--- src/common/cprx_defines.svh ---
// offsets, field positions, reset values and timing counts
`ifndef CPRX_DEFINES_SVH
`define CPRX_DEFINES_SVH

`define CPRX_IDX_RXKV0 10'h080
`define CPRX_IDX_RXKV1 10'h081
`define CPRX_IDX_RXKV2 10'h082
`define CPRX_IDX_RXKV3 10'h083
`define CPRX_IDX_RXKV4 10'h084
`define CPRX_IDX_TXKV0 10'h090
`define CPRX_IDX_TXKV1 10'h091
`define CPRX_IDX_TXKV2 10'h092
`define CPRX_IDX_TXKV3 10'h093
`define CPRX_IDX_TXKV4 10'h094
`define CPRX_IDX_MIRROR 10'h0C0
`define CPRX_IDX_CTRL 10'h0C1

`define CPRX_KEY_RESET 40'h00_0000_0000
`define CPRX_MIRROR_RESET 8'h00
`define CPRX_CTRL_RESET 8'h00
`define CPRX_MIRROR_MASK 8'h4F
`define CPRX_CTRL_MASK 8'h03

`define CPRX_BIT_TO_DIS 6
`define CPRX_BIT_CHKSUM 3
`define CPRX_BIT_FAST_LINK_VERIFY 2
`define CPRX_BIT_SPEEDUP 1
`define CPRX_BIT_I2C_FAST 0
`define CPRX_BIT_NO_DECRYPT 1
`define CPRX_BIT_EN_MODE 0

`define CPRX_HTRANS_NONSEQ 2'h2

`define CPRX_SHORT_FAST 8'h02
`define CPRX_SHORT_SLOW 8'h10
`define CPRX_LONG_FAST 8'h10
`define CPRX_LONG_SLOW 8'h80

`define CPRX_CLK_HZ 20000000
`define CPRX_CLK_NS 50
`define CPRX_BUS_TIMEOUT_MS 1000
`define CPRX_BUS_TIMEOUT_CYC \
	(`CPRX_BUS_TIMEOUT_MS * (`CPRX_CLK_HZ / 1000))
`define CPRX_STD_HALF_NS 5000
`define CPRX_FAST_HALF_NS 1250
`define CPRX_STD_HALF_CYC \
	((`CPRX_STD_HALF_NS + `CPRX_CLK_NS - 1) / `CPRX_CLK_NS)
`define CPRX_FAST_HALF_CYC \
	((`CPRX_FAST_HALF_NS + `CPRX_CLK_NS - 1) / `CPRX_CLK_NS)

`endif

--- src/common/cprx_pkg.sv ---
// types shared by the protection receiver register bank
package cprx_pkg;
	typedef logic [7:0] cprx_byte_t;
	typedef logic [23:0] cprx_pixel_t;
	typedef enum {
		CPRX_SEL_NONE, CPRX_SEL_RXKV, CPRX_SEL_TXKV,
		CPRX_SEL_MIRROR, CPRX_SEL_CTRL
	} cprx_sel_t;
endpackage : cprx_pkg

--- src/design/cprx_debug_regs.sv ---
// protection receiver key vectors, debug mirror and debug control
// What this block does
// - receiver key bytes 0-2 read-only, reset zero
// - receiver key bytes 3-4 read-only, reset zero
// - transmitter key bytes 0-4 read-only, reset zero
// - mirror fields follow remote, ignore local writes
// - bus free after one idle second
// - ones-complement channel checksum after each line
// - speed-up flag shortens authentication timers
// - fast flag selects fast bus timing
// - bypass sends encrypted pixels to outputs
// - enable mode skips re-enabling enabled transmitters
`timescale 1ns/1ns
`include "cprx_defines.svh"
module cprx_debug_regs #(
	parameter int BUS_TIMEOUT_CYCLES = `CPRX_BUS_TIMEOUT_CYC
) (
	input wire logic clk,
	input wire logic nrst,
	input wire logic hsel,
	input wire logic [31:0] haddr,
	input wire logic [1:0] htrans,
	input wire logic hwrite,
	input wire logic [2:0] hsize,
	input wire logic [31:0] hwdata,
	input wire logic hready,
	output logic hreadyout,
	output logic hresp,
	output logic [31:0] hrdata,
	input wire logic [39:0] rx_key_vector,
	input wire logic rx_key_load,
	input wire logic [39:0] tx_key_vector,
	input wire logic tx_key_load,
	input wire cprx_pkg::cprx_byte_t remote_debug_value,
	input wire logic remote_debug_load,
	input wire logic bus_activity,
	output logic bus_free,
	output logic bus_timeout_disable,
	output logic protect_master_fast_timing,
	output cprx_pkg::cprx_byte_t scl_half_cycles,
	output logic auth_timer_speedup,
	input wire logic frame_start,
	output logic fast_link_verify,
	output logic short_check_strobe,
	output logic long_check_strobe,
	input wire logic pix_valid,
	input wire cprx_pkg::cprx_pixel_t pix_in,
	input wire logic line_end,
	output logic line_checksum_enable,
	output cprx_pkg::cprx_pixel_t line_checksum,
	output logic line_checksum_valid,
	input wire cprx_pkg::cprx_pixel_t decrypted_pixel,
	input wire cprx_pkg::cprx_pixel_t encrypted_pixel,
	input wire logic video_valid_in,
	output cprx_pkg::cprx_pixel_t video_out,
	output logic video_valid_out,
	input wire logic auth_start,
	input wire logic downstream_enabled,
	output logic downstream_enable_req
);
	import cprx_pkg::*;

	function automatic cprx_sel_t decode(input logic [9:0] idx);
		cprx_sel_t s;
		s = CPRX_SEL_NONE;
		if (idx >= `CPRX_IDX_RXKV0 && idx <= `CPRX_IDX_RXKV4) begin
			s = CPRX_SEL_RXKV;
		end else if (idx >= `CPRX_IDX_TXKV0 && idx <= `CPRX_IDX_TXKV4) begin
			s = CPRX_SEL_TXKV;
		end else if (idx == `CPRX_IDX_MIRROR) begin
			s = CPRX_SEL_MIRROR;
		end else if (idx == `CPRX_IDX_CTRL) begin
			s = CPRX_SEL_CTRL;
		end
		return s;
	endfunction : decode

	function automatic cprx_byte_t key_byte(input logic [39:0] kv,
		input logic [2:0] n);
		cprx_byte_t b;
		b = 8'h00;
		unique case (n)
			3'h0: b = kv[7:0];
			3'h1: b = kv[15:8];
			3'h2: b = kv[23:16];
			3'h3: b = kv[31:24];
			3'h4: b = kv[39:32];
			default: b = 8'h00;
		endcase
		return b;
	endfunction : key_byte

	// end-around carry keeps the sum in ones-complement form
	function automatic cprx_byte_t ones_add(input cprx_byte_t a,
		input cprx_byte_t b);
		logic [8:0] s;
		s = {1'b0, a} + {1'b0, b};
		return s[7:0] + {7'h00, s[8]};
	endfunction : ones_add

	logic [39:0] rx_key_reg;
	logic [39:0] tx_key_reg;
	cprx_byte_t mirror_reg;
	cprx_byte_t ctrl_reg;
	logic wr_pend_reg;
	logic [9:0] wr_idx_reg;
	logic [31:0] hrdata_reg;
	logic [9:0] addr_idx;
	logic addr_phase;
	logic ctrl_wr;
	cprx_byte_t ctrl_view;
	cprx_byte_t rd_byte;
	logic [25:0] idle_reg;
	logic bus_free_reg;
	logic fast_link_verify_d_reg;
	logic lv_restart;
	cprx_byte_t short_period;
	cprx_byte_t long_period;
	cprx_pixel_t chk_acc_reg;
	cprx_pixel_t line_checksum_reg;
	logic line_checksum_valid_reg;
	cprx_pixel_t video_out_reg;
	logic video_valid_reg;
	logic reenable_reg;

	// single-cycle slave: never stalls, never errors
	assign hreadyout = 1'b1;
	assign hresp = 1'b0;
	assign hrdata = hrdata_reg;
	assign addr_idx = haddr[11:2];
	assign addr_phase = hsel && hready && htrans == `CPRX_HTRANS_NONSEQ;
	assign ctrl_wr = wr_pend_reg && wr_idx_reg == `CPRX_IDX_CTRL;
	// forward a write still in its data phase to a read right behind it
	assign ctrl_view = ctrl_wr ? (hwdata[7:0] & `CPRX_CTRL_MASK) : ctrl_reg;

	always_ff @(posedge clk or negedge nrst) begin
		if (!nrst) begin
			wr_pend_reg <= 1'b0;
			wr_idx_reg <= 10'h000;
		end else if (hready) begin
			wr_pend_reg <= addr_phase && hwrite;
			wr_idx_reg <= addr_idx;
		end
	end

	always_comb begin
		rd_byte = 8'h00;
		unique case (decode(addr_idx))
			CPRX_SEL_RXKV: rd_byte = key_byte(rx_key_reg,
				3'(addr_idx - `CPRX_IDX_RXKV0));
			CPRX_SEL_TXKV: rd_byte = key_byte(tx_key_reg,
				3'(addr_idx - `CPRX_IDX_TXKV0));
			CPRX_SEL_MIRROR: rd_byte = mirror_reg;
			CPRX_SEL_CTRL: rd_byte = ctrl_view;
			CPRX_SEL_NONE: rd_byte = 8'h00;
		endcase
	end

	always_ff @(posedge clk or negedge nrst) begin
		if (!nrst) begin
			hrdata_reg <= 32'h0000_0000;
		end else if (addr_phase && !hwrite) begin
			hrdata_reg <= {24'h00_0000, rd_byte};
		end
	end

	// key vectors are loaded only by key storage and the link
	always_ff @(posedge clk or negedge nrst) begin
		if (!nrst) begin
			rx_key_reg <= `CPRX_KEY_RESET;
		end else if (rx_key_load) begin
			rx_key_reg <= rx_key_vector;
		end
	end

	always_ff @(posedge clk or negedge nrst) begin
		if (!nrst) begin
			tx_key_reg <= `CPRX_KEY_RESET;
		end else if (tx_key_load) begin
			tx_key_reg <= tx_key_vector;
		end
	end

	always_ff @(posedge clk or negedge nrst) begin
		if (!nrst) begin
			mirror_reg <= `CPRX_MIRROR_RESET;
		end else if (remote_debug_load) begin
			mirror_reg <= remote_debug_value & `CPRX_MIRROR_MASK;
		end
	end

	always_ff @(posedge clk or negedge nrst) begin
		if (!nrst) begin
			ctrl_reg <= `CPRX_CTRL_RESET;
		end else if (ctrl_wr) begin
			ctrl_reg <= hwdata[7:0] & `CPRX_CTRL_MASK;
		end
	end

	assign bus_timeout_disable = mirror_reg[`CPRX_BIT_TO_DIS];
	assign line_checksum_enable = mirror_reg[`CPRX_BIT_CHKSUM];
	assign fast_link_verify = mirror_reg[`CPRX_BIT_FAST_LINK_VERIFY];
	assign auth_timer_speedup = mirror_reg[`CPRX_BIT_SPEEDUP];
	assign protect_master_fast_timing = mirror_reg[`CPRX_BIT_I2C_FAST];
	assign scl_half_cycles = protect_master_fast_timing ?
		8'(`CPRX_FAST_HALF_CYC) : 8'(`CPRX_STD_HALF_CYC);

	// idle counter saturates one past the limit; free means "at least" the limit
	always_ff @(posedge clk or negedge nrst) begin
		if (!nrst) begin
			idle_reg <= 26'h000_0000;
		end else if (bus_activity) begin
			idle_reg <= 26'h000_0000;
		end else if (idle_reg <= 26'(BUS_TIMEOUT_CYCLES)) begin
			idle_reg <= idle_reg + 26'h000_0001;
		end
	end

	always_ff @(posedge clk or negedge nrst) begin
		if (!nrst) begin
			bus_free_reg <= 1'b0;
		end else begin
			bus_free_reg <= !bus_timeout_disable && !bus_activity &&
				idle_reg >= 26'(BUS_TIMEOUT_CYCLES);
		end
	end
	assign bus_free = bus_free_reg;

	assign short_period = fast_link_verify ? `CPRX_SHORT_FAST : `CPRX_SHORT_SLOW;
	assign long_period = fast_link_verify ? `CPRX_LONG_FAST : `CPRX_LONG_SLOW;
	// a rate change restarts both counts to avoid a stretched interval
	assign lv_restart = fast_link_verify_d_reg != fast_link_verify;

	always_ff @(posedge clk or negedge nrst) begin
		if (!nrst) begin
			fast_link_verify_d_reg <= 1'b0;
		end else begin
			fast_link_verify_d_reg <= fast_link_verify;
		end
	end

	cprx_interval short_cnt (
		.clk(clk),
		.nrst(nrst),
		.tick(frame_start),
		.restart(lv_restart),
		.period(short_period),
		.hit(short_check_strobe)
	);

	cprx_interval long_cnt (
		.clk(clk),
		.nrst(nrst),
		.tick(frame_start),
		.restart(lv_restart),
		.period(long_period),
		.hit(long_check_strobe)
	);

	always_ff @(posedge clk or negedge nrst) begin
		if (!nrst) begin
			chk_acc_reg <= 24'h00_0000;
		end else if (line_end) begin
			chk_acc_reg <= 24'h00_0000;
		end else if (pix_valid) begin
			for (int c = 0; c < 3; c++) begin
				chk_acc_reg[c*8 +: 8] <= ones_add(chk_acc_reg[c*8 +: 8],
					pix_in[c*8 +: 8]);
			end
		end
	end

	always_ff @(posedge clk or negedge nrst) begin
		if (!nrst) begin
			line_checksum_reg <= 24'h00_0000;
			line_checksum_valid_reg <= 1'b0;
		end else begin
			line_checksum_valid_reg <= line_end && line_checksum_enable;
			if (line_end && line_checksum_enable) begin
				line_checksum_reg <= ~chk_acc_reg;
			end
		end
	end
	assign line_checksum = line_checksum_reg;
	assign line_checksum_valid = line_checksum_valid_reg;

	always_ff @(posedge clk or negedge nrst) begin
		if (!nrst) begin
			video_out_reg <= 24'h00_0000;
			video_valid_reg <= 1'b0;
		end else begin
			video_valid_reg <= video_valid_in;
			video_out_reg <= ctrl_reg[`CPRX_BIT_NO_DECRYPT] ?
				encrypted_pixel : decrypted_pixel;
		end
	end
	assign video_out = video_out_reg;
	assign video_valid_out = video_valid_reg;

	always_ff @(posedge clk or negedge nrst) begin
		if (!nrst) begin
			reenable_reg <= 1'b0;
		end else begin
			reenable_reg <= auth_start &&
				!(ctrl_reg[`CPRX_BIT_EN_MODE] && downstream_enabled);
		end
	end
	assign downstream_enable_req = reenable_reg;
endmodule : cprx_debug_regs

--- src/design/cprx_interval.sv ---
// frame interval counter giving one pulse every period ticks
`timescale 1ns/1ns
`include "cprx_defines.svh"
module cprx_interval (
	input wire logic clk,
	input wire logic nrst,
	input wire logic tick,
	input wire logic restart,
	input wire cprx_pkg::cprx_byte_t period,
	output logic hit
);
	import cprx_pkg::*;
	cprx_byte_t cnt_reg;
	logic hit_reg;
	logic last;

	assign last = (cnt_reg == (period - 8'h01));
	assign hit = hit_reg;

	always_ff @(posedge clk or negedge nrst) begin
		if (!nrst) begin
			cnt_reg <= 8'h00;
		end else if (restart) begin
			cnt_reg <= 8'h00;
		end else if (tick) begin
			cnt_reg <= last ? 8'h00 : cnt_reg + 8'h01;
		end
	end

	always_ff @(posedge clk or negedge nrst) begin
		if (!nrst) begin
			hit_reg <= 1'b0;
		end else begin
			hit_reg <= tick && last && !restart;
		end
	end
endmodule : cprx_interval

--- config.mk ---
export PLATFORM = sky130hd
export DESIGN_NAME = cprx_debug_regs
export DESIGN_NICKNAME = d
export VERILOG_FILES = /design/src/common/cprx_pkg.sv /design/src/design/cprx_debug_regs.sv /design/src/design/cprx_interval.sv
export VERILOG_INCLUDE_DIRS = /design/src /design/src/common
export SDC_FILE = /design/constraint.sdc
export NUM_CORES = 1
export LEC_CHECK = 0
export BUFFER_PORTS_ARGS = -buffer_cell sky130_fd_sc_hd__buf_4
export CAP_MARGIN = 0
export CORE_MARGIN = 2
export CORE_UTILIZATION = 48
export CTS_CLUSTER_SIZE = 20
export DETAILED_ROUTE_END_ITERATION = 10
export PLACE_DENSITY = 0.77
export REMOVE_ABC_BUFFERS = 1
export SLEW_MARGIN = 20
export SYNTH_ARGS = -nofsm -noshare
export SYNTH_HDL_FRONTEND = slang
export SYNTH_SLANG_ARGS = --single-unit
export TNS_END_PERCENT = 20
--- constraint.sdc ---
create_clock -name clk -period 2.7 [get_ports clk]
set_clock_uncertainty 0.2 [all_clocks]
set_input_delay 0.27 -clock clk [delete_from_list [all_inputs] [get_ports clk]]
set_output_delay 0.27 -clock clk [all_outputs]
set_load 0.05 [all_outputs]
# Yosys cells after proc, flatten, opt, wreduce, memory -nomap -nowiden
# Index checks and enable logic that the tools add are counted.
dict set report classes {
  reduce_logical 27
  n_eq_ne 19
  bitwise_logic 1
  add_sub_neg 13
  magnitude_cmp 6
  mux 22
}
# cell count
set op_table {}
lappend op_table {{case mux 8 bit (5 select lines)} 3}
lappend op_table {{2-to-1 mux 32 bit} 3}
lappend op_table {{2-to-1 mux 24 bit} 3}
lappend op_table {{== test 32 x 2 -> 1 bit, second input constant} 2}
lappend op_table {{2-to-1 mux 8 bit} 8}
lappend op_table {{2-to-1 mux 26 bit} 2}
lappend op_table {{== test 32 x 1 -> 1 bit, second input constant} 1}
lappend op_table {{== test 32 x 3 -> 1 bit, second input constant} 1}
lappend op_table {{zero test 32 bit} 1}
lappend op_table {{== test 10 x 8 -> 1 bit, second input constant} 3}
lappend op_table {{adder 8 x 8 -> 9 bit} 3}
lappend op_table {{adder 26 x 1 -> 26 bit, second input constant} 1}
lappend op_table {{>= comparator 26 x 25 -> 1 bit, second input constant} 1}
lappend op_table {{<= comparator 26 x 25 -> 1 bit, second input constant} 1}
lappend op_table {{adder 8 x 1 -> 8 bit} 3}
lappend op_table {{NOT 24 bit} 1}
lappend op_table {{>= comparator 10 x 8 -> 1 bit, second input constant} 2}
lappend op_table {{<= comparator 10 x 8 -> 1 bit, second input constant} 2}
lappend op_table {{adder 8 x 1 -> 8 bit, second input constant} 2}
lappend op_table {{== test 8 bit} 2}
lappend op_table {{logical AND 1 bit} 16}
lappend op_table {{== test 3 x 2 -> 1 bit, second input constant} 4}
lappend op_table {{subtractor 8 x 1 -> 8 bit, second input constant} 1}
lappend op_table {{2-to-1 mux 7 bit} 1}
lappend op_table {{other kinds (11)} 21}
dict set report word_totals {
  in_bits 244
  reg_bits 233
  word_cells 108
  out_inout_bits 101
}

# Longest topological paths before layout
dict set report logic_depth {
  ltp_word 7
  depth_mapped 15
  ltp_nobuf 15
}

# Modules after synthesis
# From an unflattened synthesis, not the netlist that was laid out.
dict set report hier_totals {
  cells_unflattened 1162
  hier_area_um2 12463.2
}
# mod seq_area_each_um2 cells_per_inst area_each_um2 n_inst
set modules_own_cells {}
lappend modules_own_cells {cprx_debug_regs 5380.2 986 10951.8 1}
lappend modules_own_cells {cprx_interval 225.2 88 755.7 2}

# Worst setup path before layout
# OpenSTA, ideal clock, no wires.
dict set report synth_path {
  path_type {reg-to-reg}
  startpoint {register chk_acc_reg[16]}
  endpoint {register chk_acc_reg[22]}
  stages_incl_launch_ff 16
  setup_ps 94
  setup_slack_ps -258
  arrival_time_ps 2664
  path_cell_list {dfrtp_1 > ha_1 > inv_1 > fa_1 > nor2b_1 > o31a_1 > o311a_1 > o21ai_0 > nand2b_1 > ha_1 > ha_1 > nand2_1 > a211oi_1 > nand3_1 > xor2_1 > a211oi_1}
}
dict set report synth_between {
  elab_chain_cells 4
}
# element line
set synth_lines {}
lappend synth_lines {{start, declared} cprx_debug_regs.sv:119} ;# cprx_pixel_t chk_acc_reg;
lappend synth_lines {{start signal, assigned by index} cprx_debug_regs.sv:267} ;# chk_acc_reg[c*8 +: 8] <= ones_add(chk_acc_reg[c*8 +: 8],
lappend synth_lines {{adder 8 x 8 -> 9 bit} cprx_debug_regs.sv:97} ;# s = {1'b0, a} + {1'b0, b};
lappend synth_lines {{adder 8 x 1 -> 8 bit} cprx_debug_regs.sv:98} ;# return s[7:0] + {7'h00, s[8]};
lappend synth_lines {{2-to-1 mux 24 bit} cprx_debug_regs.sv:265} ;# end else if (pix_valid) begin
lappend synth_lines {{2-to-1 mux 24 bit} cprx_debug_regs.sv:263} ;# end else if (line_end) begin
# No other way between the ends. The select of a mux whose other input is x is not followed.
# A chain may end at the register's enable or synchronous reset.

# Worst setup path in the final report
# Same ends and word-level chain as after synthesis.

==> out/metrics.csv <==
metric,value,unit
cts_tree,yes,
overflow,0,
clockBufferDepth,3,
chipHeight,162,µm
netlist_instances,1091,
syn_area_per_cell,11.0,µm²
start_util,0.491,
clk_pin_slew,0.07,ns
outcome,finished with violations,
vias,10750,
coreArea,24400,µm²
finalHoldViolations,0,
cts-buffers-inserted,26,
cp_cell_sequence,"ha_2, inv_2, fa_2, nor2b_2, o31a_1, o311a_1, o21ai_1, nand2b_1, ha_2, ha_4, nand2_2, a211oi_2, nand3_1, xor2_1, a211oi_1",
drv_slew,0,
numClockSinks,233,
wl_per_cell,19.6,µm
synth_edf_count,0,
hpwl,22.6,mm
yosysUniqueCellTypes,66,
num_io_pins,345,
rrSetupSlack,-0.36,ns
drt-total-wl,38.0,mm
yosys_warnings,0,
setup_ws,-0.358,ns
num-nets-final,1869,
port_buffers,258,
violations,negative setup slack,
seqCellArea,5830,µm²
route.detailed.drc,0,
syn_area,12000,µm²
fin_setup_tns,-3.56,ns
grt_pass1_wl,59.3,mm
fill_cells,1607,
synthFlopType,dfrtp_1,
die_area,26300,µm²
root_buffer,clkbuf_16,
cp_max_fo,3,
r2r_end,chk_acc_reg[22]$_DFFE_PN0P_,
rsz0062_at_grt,true,
max_cap_violations,0,
cp.required,2.94,ns
yosys.cell_count.top_type,dfrtp_1,
slowest_stage,dfrtp_1,
tightest_slew,0.585,ns
drt-initial-drc-count,713,
powerDensity,607,nW/µm²
grt_pass1_vias,11209,
detail_route.vias_per_cell,5.56,
insertion_delay,0.55,ns
seq_area_frac_synth,0.486,
gp_congestion,0.917,
layout.cells.non_filler,1934,
multi_input_area,6030,µm²
yosysTopAreaCellShare,0.486,
ys_ff_latch,233,
final_util,0.722,
crit_type,reg2reg,
antenna_found_initial,2,
worst_hold_slack,0.0488,ns
startpoint_type,flip-flop,
drt_pass1_iterations,5,
p_leak,8.14,nW
maxSlewHeadroom,0.608,
slowest_delay,0.36,ns
r2r_start,chk_acc_reg[16]$_DFFE_PN0P_,
crit_path_frequent_cell,ha_2,
crit_arrival,3.29,ns
grt_max_degree,69,
ys_top_cells_by_count,"233 x dfrtp_1, 130 x mux2_2, 98 x nor2_1, 53 x nand2_1, 44 x o21ai_0",
period_share,1.13,
ant_nets,0,
fmax,327,MHz
async_flop_share,1.00,
period_needed,3.06,ns
ir_worst_vdd,0.000498,V
die_w,162,µm
drive_gt1_frac,0.385,
min_path_type,in2async,
rows,57,
synth.area.top_cells,"dfrtp_1 49%, mux2_2 12%, ha_1 3.5%",
dp_cells,1701,
place_ws,-0.406,ns
area_growth,46.9,%
crit_path_end_kind,flip-flop,
gr-usage-all-layers,0.284,
synth_top_area_cell,dfrtp_1,
setup_viol,21,
htreeDepth,1,
r2r_cells,15,
## how the worst max path moves through the flow
stage,startpoint,to,slack [ns],cells after the start
after floorplan,mirror_reg[0]$_DFFE_PN0P_,mirror_reg[0]$_DFFE_PN0P_,-0.63,2
after global placement,pix_in[16],chk_acc_reg[22]$_DFFE_PN0P_,-0.27,16
after detailed placement,chk_acc_reg[16]$_DFFE_PN0P_,chk_acc_reg[20]$_DFFE_PN0P_,-0.41,15
after CTS,chk_acc_reg[16]$_DFFE_PN0P_,chk_acc_reg[20]$_DFFE_PN0P_,-0.30,15
after global routing,chk_acc_reg[16]$_DFFE_PN0P_,chk_acc_reg[22]$_DFFE_PN0P_,-0.48,15
final,chk_acc_reg[16]$_DFFE_PN0P_,chk_acc_reg[22]$_DFFE_PN0P_,-0.36,15
## layout make-up
| class | count | area share |
|---|---|---|
| Inverter | 20 | 0.00426 |
| Sequential cell | 233 | 0.331 |
| Antenna cell | 3 | 0.000426 |
| Multi-Input combinational cell | 778 | 0.342 |
| Timing Repair Buffer | 529 | 0.252 |
| Clock buffer | 40 | 0.0445 |
| Tap cell | 324 | 0.0230 |
| Clock inverter | 7 | 0.00284 |
## cell usage in the layout, fill, tap and decap left out, drive strengths merged, types with 5 or more instances in the layout
master	count
nor4b	5
conb	28
clkbuf	40
clkinv	7
a31oi	7
a211o	6
and3	14
mux2	148
o21a	8
nand4	12
ha	34
xnor2	20
a22oi	21
a211oi	26
nand2b	8
nand2	53
nand3	19
o21ai	44
o22ai	16
nor2	98
xor2	15
a21oi	43
mux2i	23
nor3	11
dlygate4sd3	167
nor2b	33
and2	13
inv	20
buf	362
nor4	6
dfrtp	233
## metrics by stage
step,power (W),instance area (µm²)
floorplan,0.00566,11600
global placement,0.00672,14700
detailed placement,0.00678,14700
CTS,0.0105,17400
global route,0.0111,17600
finish,0.0107,17600
## where the power goes
group	total (W)	internal, W	switching [W]
Sequential	0.00408	0.00384	0.000241
Clock	0.00350	0.00199	0.00150
Combinational	0.00311	0.00137	0.00174
Total	0.0107	0.00720	0.00349
## kinds of logic (layout without fill, tap and decap cells)
logic type	Yosys count	after routing	share of synthesized area
DFF	233	233	0.486
adders and majority gates	37	37	0.0405
and+or+nand+nor	301	301	0.129
AOI/OAI and AO/OA	205	205	0.114
xor gates and xnor gates	35	35	0.0256
buffers and inverters	106	596	0.0437
muxes	172	172	0.160
other	2	31	0.000627
## layer usage
metal / vias up / part of all wire / track usage
met1: 5312 / 0.39 / 0.344
li1: 4864 / - / -
met5: - / 0 / 0
met3: 114 / 0.067 / 0.0513
met4: 0 / 0.039 / 0.112
met2: 460 / 0.51 / 0.504
## what timing repair did
item	in CTS	in global routing
hold buffers	167	0
pin swaps	39	29
hold endpoints to repair	355	0
setup endpoints to repair	41	43
setup buffers	9	7
cloned	0	0
gates resized for setup	44	37
## worst max-delay path, delay by kind of cell, from the launching register on
kind            cells  cell delay, ns
simple gates        4            0.38
flops               1            0.36
xor+xnor            1            0.18
fa+ha+maj           4            0.90
buf+inv             1            0.05
compound gates      5            0.90
(Power assumes the default switching activity.)
